==> config.mk <==
export PLATFORM = sky130hd
export DESIGN_NAME = sbh_master_flat
export DESIGN_NICKNAME = d
export VERILOG_FILES = /design/src/logic/sbh_pkg.sv /design/src/logic/sbh_bus_if.sv /design/src/logic/sbh_fifo.sv /design/src/logic/sbh_master.sv /design/src/flat_wrapper.sv
export SDC_FILE = /design/constraint.sdc
export NUM_CORES = 1
export LEC_CHECK = 0
export ABC_AREA = 1
export BUFFER_PORTS_ARGS = -buffer_cell sky130_fd_sc_hd__buf_2
export CORE_UTILIZATION = 49
export CTS_CLUSTER_DIAMETER = 200
export CTS_CLUSTER_SIZE = 16
export DETAILED_ROUTE_END_ITERATION = 8
export GPL_TIMING_DRIVEN = 1
export PLACE_DENSITY_LB_ADDON = 0.15
export SLEW_MARGIN = 20
export SYNTH_ARGS = -nofsm -noshare
export SYNTH_HDL_FRONTEND = slang
export SYNTH_SLANG_ARGS = --single-unit
==> constraint.sdc <==
create_clock -name clk_in -period 7.34 [get_ports clk_in]
set_clock_uncertainty 0.15 [all_clocks]
set_input_delay 0 -clock clk_in [delete_from_list [all_inputs] [get_ports clk_in]]
set_output_delay 0 -clock clk_in [all_outputs]
set_load 0.02 [all_outputs]
==> src/logic/sbh_pkg.sv <==
/*
  Shared constants and types for the bus handshake master and slave ends.
  Assumes one rising-edge clock and one synchronous active-high reset for both ends.
*/
package sbh_pkg;
  localparam int unsigned SBH_ADR_W      = 8;
  localparam int unsigned SBH_DAT_W      = 32;
  localparam int unsigned SBH_SEL_W      = SBH_DAT_W / 8;
  localparam int unsigned SBH_FIFO_DEPTH = 32;
  localparam int unsigned SBH_MEM_WORDS  = 16;
  localparam int unsigned SBH_MEM_AW     = 4;
  localparam int unsigned SBH_RETRY_WAIT = 4;
  localparam int unsigned SBH_RETRY_W    = 3;

  // Master operation kind, taken from the request word
  typedef enum logic [1:0] {
    SBH_OP_READ  = 2'h0,
    SBH_OP_WRITE = 2'h1,
    SBH_OP_EVENT = 2'h2
  } sbh_op_t;

  // Termination seen by the master
  typedef enum logic [1:0] {
    SBH_TERM_ACK = 2'h0,
    SBH_TERM_ERR = 2'h1,
    SBH_TERM_RTY = 2'h2
  } sbh_term_t;

  // Master states, Gray coded along idle -> strobe -> backoff
  typedef enum logic [1:0] {
    SBH_ST_IDLE = 2'b00,
    SBH_ST_STB  = 2'b01,
    SBH_ST_WAIT = 2'b11
  } sbh_state_t;

  localparam int unsigned SBH_REQ_W = 2 + SBH_ADR_W + SBH_DAT_W + SBH_SEL_W;
endpackage

==> src/logic/sbh_bus_if.sv <==
/*
  Bus wires between one master end and one slave end.
  Assumes the testbench drives clk and rst into the interface.
*/
`timescale 1ns/1ns
interface sbh_bus_if;
  import sbh_pkg::*;
  logic                 clk;
  logic                 rst;
  logic                 cyc;
  logic                 stb;
  logic                 we;
  logic [SBH_ADR_W-1:0] adr;
  logic [SBH_DAT_W-1:0] dat_m2s;
  logic [SBH_SEL_W-1:0] sel;
  logic [SBH_DAT_W-1:0] dat_s2m;
  logic                 ack;
  logic                 err;
  logic                 rty;

  modport master (input clk, rst, ack, err, rty, dat_s2m,
                  output cyc, stb, we, adr, dat_m2s, sel);
  modport slave  (input clk, rst, cyc, stb, we, adr, dat_m2s, sel,
                  output ack, err, rty, dat_s2m);
endinterface

==> src/logic/sbh_fifo.sv <==
/*
  Synchronous FIFO with valid/ready on both sides.
  Assumes a single clock and synchronous active-high reset.
*/
`timescale 1ns/1ns
module sbh_fifo #(
  parameter int unsigned WIDTH = 8,
  parameter int unsigned DEPTH = 32
) (
  input  wire logic             clk_in,
  input  wire logic             rst_in,
  input  wire logic             in_valid_in,
  output logic                  in_ready_out,
  input  wire logic [WIDTH-1:0] in_data_in,
  output logic                  out_valid_out,
  input  wire logic             out_ready_in,
  output logic      [WIDTH-1:0] out_data_out
);
  localparam int unsigned AW = $clog2(DEPTH);
  logic [WIDTH-1:0] mem_ff [DEPTH];
  logic [AW-1:0]    wr_ff;
  logic [AW-1:0]    rd_ff;
  logic [AW:0]      cnt_ff;
  logic             push;
  logic             pop;

  // Full and empty come straight from the occupancy count
  assign in_ready_out  = (cnt_ff != (AW+1)'(DEPTH));
  assign out_valid_out = (cnt_ff != '0);
  assign out_data_out  = mem_ff[rd_ff];
  assign push = in_valid_in & in_ready_out;
  assign pop  = out_valid_out & out_ready_in;

  //////////////////////////////////////////////////////////////////////////
  // Pointers and storage; the array itself needs no reset
  always_ff @(posedge clk_in) begin
    if (push) begin
      mem_ff[wr_ff] <= in_data_in;
    end
    if (rst_in) begin
      wr_ff  <= '0;
      rd_ff  <= '0;
      cnt_ff <= '0;
    end else begin
      if (push) begin
        wr_ff <= (wr_ff == AW'(DEPTH-1)) ? '0 : wr_ff + 1'b1;
      end
      if (pop) begin
        rd_ff <= (rd_ff == AW'(DEPTH-1)) ? '0 : rd_ff + 1'b1;
      end
      cnt_ff <= cnt_ff + (AW+1)'(push) - (AW+1)'(pop);
    end
  end
endmodule

==> src/logic/sbh_master.sv <==
/*
  Bus master end: takes requests from a FIFO, runs one strobe per request and one more per retry.
  Assumes a slave end on the interface and a request source that honours ready.
*/
`timescale 1ns/1ns
module sbh_master
  import sbh_pkg::*;
#(
  parameter int unsigned FIFO_DEPTH = SBH_FIFO_DEPTH
) (
  input  wire logic                 clk_in,
  input  wire logic                 rst_in,
  sbh_bus_if.master                 bus,
  input  wire logic                 req_valid_in,
  output logic                      req_ready_out,
  input  wire logic [1:0]           req_op_in,
  input  wire logic [SBH_ADR_W-1:0] req_adr_in,
  input  wire logic [SBH_DAT_W-1:0] req_dat_in,
  input  wire logic [SBH_SEL_W-1:0] req_sel_in,
  output logic                      rsp_valid_out,
  output logic      [1:0]           rsp_term_out,
  output logic      [SBH_DAT_W-1:0] rsp_dat_out,
  output logic                      busy_out
);
  import sbh_pkg::*;

  typedef struct packed {
    sbh_state_t            state;
    logic                  cyc;
    logic                  stb;
    logic                  we;
    logic [SBH_ADR_W-1:0]  adr;
    logic [SBH_DAT_W-1:0]  dat;
    logic [SBH_SEL_W-1:0]  sel;
    logic [1:0]            op;
    logic [SBH_RETRY_W-1:0] wait_cnt;
    logic                  rsp_valid;
    logic [1:0]            rsp_term;
    logic [SBH_DAT_W-1:0]  rsp_dat;
  } sbh_mst_t;

  sbh_mst_t                 st_ff;
  sbh_mst_t                 nxt_st;
  logic                     q_valid;
  logic                     q_ready;
  logic [SBH_REQ_W-1:0]     q_data;
  logic                     term;
  logic [1:0]               q_op;
  logic [SBH_ADR_W-1:0]     q_adr;
  logic [SBH_DAT_W-1:0]     q_dat;
  logic [SBH_SEL_W-1:0]     q_sel;

  //////////////////////////////////////////////////////////////////////////
  // Request queue; its ready stalls the request source when full
  // Request word, high to low: operation, address, write data, byte selects
  sbh_fifo #(
    .WIDTH (SBH_REQ_W),
    .DEPTH (FIFO_DEPTH)
  ) u_req_fifo (
    .clk_in        (clk_in),
    .rst_in        (rst_in),
    .in_valid_in   (req_valid_in),
    .in_ready_out  (req_ready_out),
    .in_data_in    ({req_op_in, req_adr_in, req_dat_in, req_sel_in}),
    .out_valid_out (q_valid),
    .out_ready_in  (q_ready),
    .out_data_out  (q_data)
  );

  // Any termination ends the strobe; ack tied high still works
  assign term    = bus.ack | bus.err | bus.rty;
  assign q_ready = (st_ff.state == SBH_ST_IDLE);

  // Head of the queue split into its fields; only read while idle,
  // the struct keeps its own copy for the whole strobe and any retry
  assign q_op  = q_data[SBH_REQ_W-1 -: 2];
  assign q_adr = q_data[SBH_DAT_W+SBH_SEL_W +: SBH_ADR_W];
  assign q_dat = q_data[SBH_SEL_W +: SBH_DAT_W];
  assign q_sel = q_data[SBH_SEL_W-1:0];

  //////////////////////////////////////////////////////////////////////////
  // Bus outputs come straight from flops, no gating after them
  assign bus.cyc     = st_ff.cyc;
  assign bus.stb     = st_ff.stb;
  // Qualifiers hold their last value outside a strobe; slaves must ignore them then
  assign bus.we      = st_ff.we;
  assign bus.adr     = st_ff.adr;
  assign bus.dat_m2s = st_ff.dat;
  assign bus.sel     = st_ff.sel;
  assign rsp_valid_out = st_ff.rsp_valid;
  assign rsp_term_out  = st_ff.rsp_term;
  assign rsp_dat_out   = st_ff.rsp_dat;
  assign busy_out      = st_ff.cyc;

  //////////////////////////////////////////////////////////////////////////
  // Termination policy of this master, for whoever integrates it:
  //   acknowledge - the request is done; read data is captured at that edge
  //   error       - the request is dropped and reported with an error code
  //   retry       - nothing is reported; the same request is strobed again
  //                 after a fixed backoff, so a slave that stays busy
  //                 stalls the whole queue behind it for as long as it stays busy
  // Events run as a read-shaped cycle with address, selects and write
  // enable zeroed; a slave that needs a bare strobe must not rely on cycle
  // being low, since cycle always brackets the strobe here.
  // A longer backoff frees the bus for others but delays the retried request.

  // Next state: one strobe per request, retry after a short backoff
  always_comb begin
    nxt_st           = st_ff;
    nxt_st.rsp_valid = 1'b0;
    unique case (st_ff.state)
      SBH_ST_IDLE: begin
        if (q_valid) begin
          nxt_st.op  = q_op;
          nxt_st.adr = q_adr;
          nxt_st.dat = q_dat;
          nxt_st.sel = q_sel;
          nxt_st.we  = (q_op == SBH_OP_WRITE);
          // Event carries no address phase meaning; zeroed to keep it clean
          if (q_op == SBH_OP_EVENT) begin
            nxt_st.we  = 1'b0;
            nxt_st.adr = '0;
            nxt_st.sel = '0;
          end
          nxt_st.cyc   = 1'b1;
          nxt_st.stb   = 1'b1;
          nxt_st.state = SBH_ST_STB;
        end
      end

      SBH_ST_STB: begin
        // Terminations are sampled only here, at the edge that ends the strobe
        // Read data is taken on every termination; only acknowledge makes it matter
        if (term) begin
          nxt_st.stb       = 1'b0;
          nxt_st.cyc       = 1'b0;
          nxt_st.rsp_dat   = bus.dat_s2m;
          if (bus.ack) begin
            nxt_st.rsp_valid = 1'b1;
            nxt_st.rsp_term  = SBH_TERM_ACK;
            nxt_st.state     = SBH_ST_IDLE;
          end else if (bus.err) begin
            nxt_st.rsp_valid = 1'b1;
            nxt_st.rsp_term  = SBH_TERM_ERR;
            nxt_st.state     = SBH_ST_IDLE;
          end else begin
            nxt_st.wait_cnt = SBH_RETRY_W'(SBH_RETRY_WAIT);
            nxt_st.state    = SBH_ST_WAIT;
          end
        end
      end

      SBH_ST_WAIT: begin
        // Retry the same request after the backoff; no response until then
        if (st_ff.wait_cnt == '0) begin
          nxt_st.cyc   = 1'b1;
          nxt_st.stb   = 1'b1;
          nxt_st.state = SBH_ST_STB;
        end else begin
          nxt_st.wait_cnt = st_ff.wait_cnt - 1'b1;
        end
      end

      // Code 2'b10 is unused; fall back to idle rather than lock up
      default: begin
        nxt_st.state = SBH_ST_IDLE;
      end
    endcase
  end

  //////////////////////////////////////////////////////////////////////////
  // State register; reset is synchronous and wins at any time
  // A request cut by reset is lost without an answer; the request source
  // must offer again whatever it still needs after reset is released
  always_ff @(posedge clk_in) begin
    if (rst_in) begin
      st_ff <= '0;
    end else begin
      st_ff <= nxt_st;
    end
  end
endmodule

==> src/flat_wrapper.sv <==
// flat-port wrapper written by rule: the top's interface ports become plain ports
module sbh_master_flat import sbh_pkg::*;
#(
  parameter int unsigned FIFO_DEPTH = SBH_FIFO_DEPTH
)
  (clk_in, rst_in, req_valid_in, req_ready_out, req_op_in, req_adr_in, req_dat_in, req_sel_in, rsp_valid_out, rsp_term_out, rsp_dat_out, busy_out, bus_clk, bus_rst, bus_ack, bus_err, bus_rty, bus_dat_s2m, bus_cyc, bus_stb, bus_we, bus_adr, bus_dat_m2s, bus_sel);
  sbh_bus_if bus_i ();
  input  wire logic clk_in;
  input  wire logic rst_in;
  input  wire logic req_valid_in;
  output logic req_ready_out;
  input  wire logic [1:0] req_op_in;
  input  wire logic [SBH_ADR_W-1:0] req_adr_in;
  input  wire logic [SBH_DAT_W-1:0] req_dat_in;
  input  wire logic [SBH_SEL_W-1:0] req_sel_in;
  output logic rsp_valid_out;
  output logic      [1:0] rsp_term_out;
  output logic      [SBH_DAT_W-1:0] rsp_dat_out;
  output logic busy_out;
  input wire logic [$bits(bus_i.clk)-1:0] bus_clk;
  input wire logic [$bits(bus_i.rst)-1:0] bus_rst;
  input wire logic [$bits(bus_i.ack)-1:0] bus_ack;
  input wire logic [$bits(bus_i.err)-1:0] bus_err;
  input wire logic [$bits(bus_i.rty)-1:0] bus_rty;
  input wire logic [$bits(bus_i.dat_s2m)-1:0] bus_dat_s2m;
  output wire logic [$bits(bus_i.cyc)-1:0] bus_cyc;
  output wire logic [$bits(bus_i.stb)-1:0] bus_stb;
  output wire logic [$bits(bus_i.we)-1:0] bus_we;
  output wire logic [$bits(bus_i.adr)-1:0] bus_adr;
  output wire logic [$bits(bus_i.dat_m2s)-1:0] bus_dat_m2s;
  output wire logic [$bits(bus_i.sel)-1:0] bus_sel;
  assign bus_i.clk = bus_clk;
  assign bus_i.rst = bus_rst;
  assign bus_i.ack = bus_ack;
  assign bus_i.err = bus_err;
  assign bus_i.rty = bus_rty;
  assign bus_i.dat_s2m = bus_dat_s2m;
  assign bus_cyc = bus_i.cyc;
  assign bus_stb = bus_i.stb;
  assign bus_we = bus_i.we;
  assign bus_adr = bus_i.adr;
  assign bus_dat_m2s = bus_i.dat_m2s;
  assign bus_sel = bus_i.sel;
  sbh_master #(.FIFO_DEPTH(FIFO_DEPTH)) u_core (.clk_in(clk_in), .rst_in(rst_in), .bus(bus_i), .req_valid_in(req_valid_in), .req_ready_out(req_ready_out), .req_op_in(req_op_in), .req_adr_in(req_adr_in), .req_dat_in(req_dat_in), .req_sel_in(req_sel_in), .rsp_valid_out(rsp_valid_out), .rsp_term_out(rsp_term_out), .rsp_dat_out(rsp_dat_out), .busy_out(busy_out));
endmodule
==> metrics, run 1 <==
Arr. time, crit path=4.34 ns; Post-synth EDFFs=1472; I/O Pins=170; crit-path cells=inv_1 > ha_1 > nand4_1 > nand2_1 > clkinv_1 > nand2_1 > nor2_4 > buf_4; initial antenna violation count=9; die area=0.130 mm²; Crit Path Class=reg2reg; CP required=7.56 ns; Final min period=4.12 ns; PortBufs=166; final setup vio count=0; initial core utilization=49.4%; RD Place Congestion=0.755; Largest stage delay, worst path=0.98 ns; Clk pin slew, worst setup/hold paths=0.07 ns; Netlist Area Pre-Place=0.0630 mm²; Peak VDD IR=0.359 mV; Post-route DRC=0; leakage power=23.8 nW; postcts setup bufs=0; part of the cycle the worst path needs=56.2%; Synthesis Warnings=0; Yosys cell types=33; Antenna Violating Nets Remaining=0; All-Layer GR Usage=25.9%; vias in the first global route=37600; RSZ-0062 raised after global routing=no; post-DP HPWL=81700 µm; # nets final=5366; WL/cell=24.3 µm; Slew Limit Fails=0; area of the multi-input gates=0.0144 mm²; first-pass GRT wire length=250000 µm; worst reg-to-reg setup slack=3.22 ns; min-delay worst type=in2reg; CP max FO=27; largest net degree at the start of global routing=219; clock latency reported for the late side of the worst-skew pair=0.74 ns; Via Count=40400; Die Span X=360 µm; gr ovfl total=0; Post-synth ARST share=0%; H-Tree Depth=3; number of fill cells in the layout=10800; TNS Setup=0 ns; Worst Tran Pin Value=1.27 ns; Area Growth Syn to Fin=9.55%; CP Capture Type=flip-flop; Hold Violations, Final=0; Power Density=333 mW/mm²; DR vias/cell=5.75; post-route insts no fill=7022; DP Worst Slack=3.17 ns; status=completed; MaxCap Viol Count=0; Core Region=0.128 mm²; clock sink count=1578; Die Ht=360 µm; layout cells sized above 1=7.49%; final core occ=54.1%; clock buffer depth=3; DRT iter0 DRCs=4892; total CTS buffers=108; Top FF cell, synth=edfxtp_1; dpl cells=6693; post-synthesis sequential area ratio=73.6%; register bit count reported by yosys=1578; TritonRoute pass-1 iters=6; WL final=171000 µm; row count=131; FF+latch area=0.0463 mm²; root buf cell=clkbuf_16; Mapped Cells=5218; cell repeated most along the worst path=nand2_1; CP max stage cell=nor2_4; Net Count, Synth=5322; CTS tree=built; crit path launch type=flip-flop; syn avg cell area=12.1 µm²; Slew HR=15.2%; final setup margin=3.22 ns; highest clock rate=243 MHz
flip-flops by register name, indices dropped and copies added (netlist names), named ones only:
name	flops
u_core.u_req_fifo.mem_ff	1472
u_core.bus.we	1
u_core.st_ff	5
u_core.bus.dat_m2s	32
u_core.u_req_fifo.wr_ff	5
u_core.bus.adr	8
u_core.bus.stb	1
u_core.bus.sel	4
u_core.u_req_fifo.rd_ff	5
u_core.u_req_fifo.cnt_ff	6
u_core.rsp_dat_out	32
u_core.rsp_valid_out	1
u_core.rsp_term_out	1
critical path: cells and delay by family (launching register included):
family                     cells  cell delay, ns
adders and majority gates      1            0.21
DFF                            1            0.35
buffers and inverters          3            1.02
and+or+nand+nor                4            1.92
cells in the mapped netlist (3+ instances only):
cell / count / area (µm²)
edfxtp_1: 1472 / 44200
nand2_1: 1130 / 4240
nor2_1: 662 / 2480
o21ai_0: 499 / 2500
nand3_1: 450 / 2250
o22ai_1: 257 / 1610
clkbuf_1: 159 / 597
buf_4: 117 / 878
dfxtp_1: 106 / 2120
buf_2: 92 / 460
o21ai_1: 90 / 450
a21oi_1: 58 / 290
inv_1: 32 / 120
buf_1: 31 / 116
buf_6: 19 / 214
ha_1: 17 / 213
nand4_1: 4 / 25.0
inv_2: 3 / 11.3
cell type report:
cell class                      count  area share (%)
Antenna cell                        3          0.0109
Clock buffer                      202            4.58
Clock inverter                      3          0.0707
Inverter                           37           0.267
Multi-Input combinational cell   3182            20.9
Sequential cell                  1578            67.2
Tap cell                         1662            3.01
Timing Repair Buffer              355            3.97
kinds of logic after synthesis:
kind of cell               count (synthesis)  synth area share [%]
AOI/OAI and AO/OA                        911                  7.78
xor gates and xnor gates                   2                0.0278
adders and majority gates                 18                 0.370
buffers and inverters                    458                  3.91
DFF                                     1578                  73.6
other                                      1               0.00596
and+or+nand+nor                         2250                  14.3
final timing paths:
| kind | start | end | cells past startpoint |
|---|---|---|---|
| setup / recovery | u_core.u_req_fifo.cnt_ff[2] | u_core.u_req_fifo.mem_ff[25][13] | 8 |
| hold / removal | bus_dat_s2m[7] | u_core.rsp_dat_out[7] | 4 |
| setup reg to reg | u_core.u_req_fifo.cnt_ff[2] | u_core.u_req_fifo.mem_ff[25][13] | 8 |
| hold reg to reg | u_core.st_ff[36] | u_core.st_ff[36] | 2 |
through the flow:
stage	instance area, µm²	hold slack [ns]	total power [mW]
2_1_floorplan	63000	-0.0715	15.5
3_3_place_gp	64400	0.105	17.1
3_5_place_dp	64500	0.119	17.2
4_1_cts	68900	0.000365	23.1
5_1_grt	69000	0.0399	24.2
6_report	69000	0.0673	23.0
metal layers:
metal | vias up | GRT usage, % | share of wire (%) | wire length, µm
met1 | 20100 | 38.1 | 44 | 75300
met3 | 196 | 3.84 | 7.8 | 13300
met2 | 1526 | 40.7 | 46 | 78500
li1 | 18600 | - | - | -
met4 | 10 | 6.24 | 2.0 | 3420
met5 | - | 0 | 0.037 | 63
where the power goes:
group          switching, mW  leakage, nW  internal [mW]
Sequential             0.244         14.1           10.1
Clock                   2.99         1.52           2.90
Combinational           4.79         8.10           1.92
Total                   8.03         23.8           15.0
placed cells by master (no fill, tap or decap), types with 2 or more instances in the layout:
cell | Yosys | routed
a21oi_1 | 58 | 58
o22ai_1 | 257 | 257
a211oi_1 | 2 | 2
dfxtp_4 | 0 | 5
nand4_1 | 4 | 4
or2_2 | 2 | 2
inv_8 | 1 | 2
buf_4 | 117 | 59
ha_1 | 17 | 17
edfxtp_1 | 1472 | 1472
nor3_1 | 2 | 2
nor2_4 | 0 | 32
dlygate4sd3_1 | 0 | 117
inv_1 | 32 | 29
o21ai_1 | 90 | 90
nand3_1 | 450 | 450
nor2_1 | 662 | 630
nand2_1 | 1130 | 1130
o21ai_0 | 499 | 499
inv_16 | 0 | 2
dfxtp_1 | 106 | 101
xor2_1 | 2 | 2
clkbuf_1 | 159 | 89
diode_2 | 0 | 3
buf_12 | 1 | 9
inv_2 | 3 | 2
buf_2 | 92 | 166
buf_16 | 0 | 4
clkbuf_16 | 0 | 113
repair_timing:
item	4_1_cts	5_1_grt
gates resized for setup	0	0
hold buffers	117	0
hold endpoints to repair	1530	0
(Power assumes the default switching activity.)
==> run 2: changes to the inputs <==
==> constraint.sdc (replaced) <==
create_clock -name clk_in -period 3.7 [get_ports clk_in]
set_clock_uncertainty 0.15 [all_clocks]
set_input_delay 0 -clock clk_in [delete_from_list [all_inputs] [get_ports clk_in]]
set_output_delay 0 -clock clk_in [all_outputs]
set_load 0.02 [all_outputs]
==> metrics, run 2 (synthesis results as in run 1) <==
status=completed; Post-route DRC=0; Antenna Violating Nets Remaining=0; clock buffer depth=3; Area Growth Syn to Fin=11.2%; CP Capture Type=flip-flop; Hold WS=0.132 ns; die area=0.130 mm²; initial antenna violation count=5; WL final=172000 µm; All-Layer GR Usage=26.2%; final core occ=54.9%; Arr. time, crit path=3.16 ns; Reg-to-Reg Start=u_core.u_req_fifo.cnt_ff[2]; vias in the first global route=38400; I/O Pins=170; TritonRoute pass-1 iters=6; clock latency reported for the late side of the worst-skew pair=0.71 ns; leakage power=24.2 nW; Slew Limit Fails=0; Hold Violations, Final=0; RSZ-0062 raised after global routing=no; Peak VDD IR=0.810 mV; Slew HR=25.3%; final setup vio count=0; layout cells sized above 1=8.20%; gr ovfl total=0; number of fill cells in the layout=10600; Via Count=40800; antenna diode count=0; Core Region=0.128 mm²; largest net degree at the start of global routing=222; Worst Setup SP=u_core.u_req_fifo.cnt_ff[2]; DP Worst Slack=0.735 ns; max FFs per register=1472; MaxCap Viol Count=0; Crit Path Class=reg2reg; root buf cell=clkbuf_16; # nets final=5442; highest clock rate=340 MHz; Hold Path Stages=3; worst reg-to-reg setup slack=0.76 ns; Die Ht=360 µm; post-DP HPWL=84400 µm; worst hold start=rst_in; Top reg by flops=u_core.u_req_fifo.mem_ff; PortBufs=166; DRT iter0 DRCs=4540; most frequent cells in the layout=edfxtp_1, nand2_1, nor2_1; part of the cycle the worst path needs=79.6%; Final min period=2.94 ns; Final Power=45.7 mW; row count=131; crit path launch type=flip-flop; clock sink count=1578; worst hold endpoint=u_core.st_ff[88]; CP required=3.92 ns; CP max FO=33; H-Tree Depth=3; total CTS buffers=108; min-delay worst type=in2reg; first-pass GRT wire length=253000 µm; CTS tree=built; Post-CTS Resized=0; area of the multi-input gates=0.0144 mm²; Power Density=653 mW/mm²; Die Span X=360 µm; Clk pin slew, worst setup/hold paths=0.07 ns; commonest non-fill, non-tap cell in the layout=edfxtp_1; DR vias/cell=5.75; final setup margin=0.756 ns; Reg2Reg Depth=9; FF-to-FF End=u_core.u_req_fifo.mem_ff[11][18]; Worst Tran Pin Value=1.12 ns; RD Place Congestion=0.771; WL/cell=24.3 µm; initial core utilization=49.4%; FF+latch area=0.0463 mm²
-- run 2: changes by cell type in the layout (fill, tap and decap cells not counted), sizes merged --
cell,before,now
buf,238,284
diode,3,0
clkinv,4,6
clkbuf,202,196
dlygate4sd3,117,147
-- run 2: cell type report --
cell class	instances	share of cell area, %
Multi-Input combinational cell	3182	20.6
Inverter	37	0.263
Sequential cell	1578	66.2
Clock buffer	196	4.36
Clock inverter	5	0.100
Timing Repair Buffer	431	5.50
Tap cell	1662	2.97
-- run 2: what timing repair did --
action | 4_1_cts | 5_1_grt
setup endpoints to repair | 0 | 0
hold buffers | 147 | 0
buffers inserted | 0 | 0
endpoints found under the hold margin | 1531 | 0
-- run 2: critical path, stage by stage, from the launching register on --
cell,delay [ns]
dfxtp_1,0.34
inv_1,0.07
ha_1,0.22
nand4_1,0.12
nand2_1,0.10
clkinv_1,0.11
nand2_1,0.29
buf_4,0.30
nor2_4,0.48
buf_12,0.40
-- run 2: worst max-delay path by stage --
stage / slack (ns) / cells after the start / endpoint
CTS: 0.72 / 9 / u_core.u_req_fifo.mem_ff[11][41]
global route: 0.59 / 12 / u_core.bus.sel[3]
floorplan: -0.18 / 7 / u_core.u_req_fifo.mem_ff[11][0]
global placement: 0.74 / 9 / u_core.u_req_fifo.mem_ff[11][6]
detailed placement: 0.73 / 9 / u_core.u_req_fifo.mem_ff[11][45]
finish: 0.76 / 9 / u_core.u_req_fifo.mem_ff[11][18]
-- run 2: through the flow --
stage | TNS, ns | instances | cell area [µm²]
5_1_grt | 0 | 7091 | 70000
3_3_place_gp | 0 | 6743 | 65400
3_5_place_dp | 0 | 6743 | 65400
4_1_cts | 0 | 7091 | 70000
6_report | 0 | 7091 | 70000
2_1_floorplan | -233.00 | 5218 | 63000
-- run 2: power by group --
group	internal, mW	total [mW]	switching (mW)
clock network	5.58	11.4	5.87
registers	20.1	20.5	0.396
logic	4.12	13.8	9.67
total	29.8	45.7	15.9
-- run 2: per-layer routing --
metal / vias up / track usage (%) / wire length [µm]
li1: 18800 / - / -
met1: 20200 / 37.4 / 74200
met2: 1604 / 42.7 / 81100
met3: 254 / 3.25 / 12700
met4: 8 / 6.87 / 3980
met5: - / 0 / 34
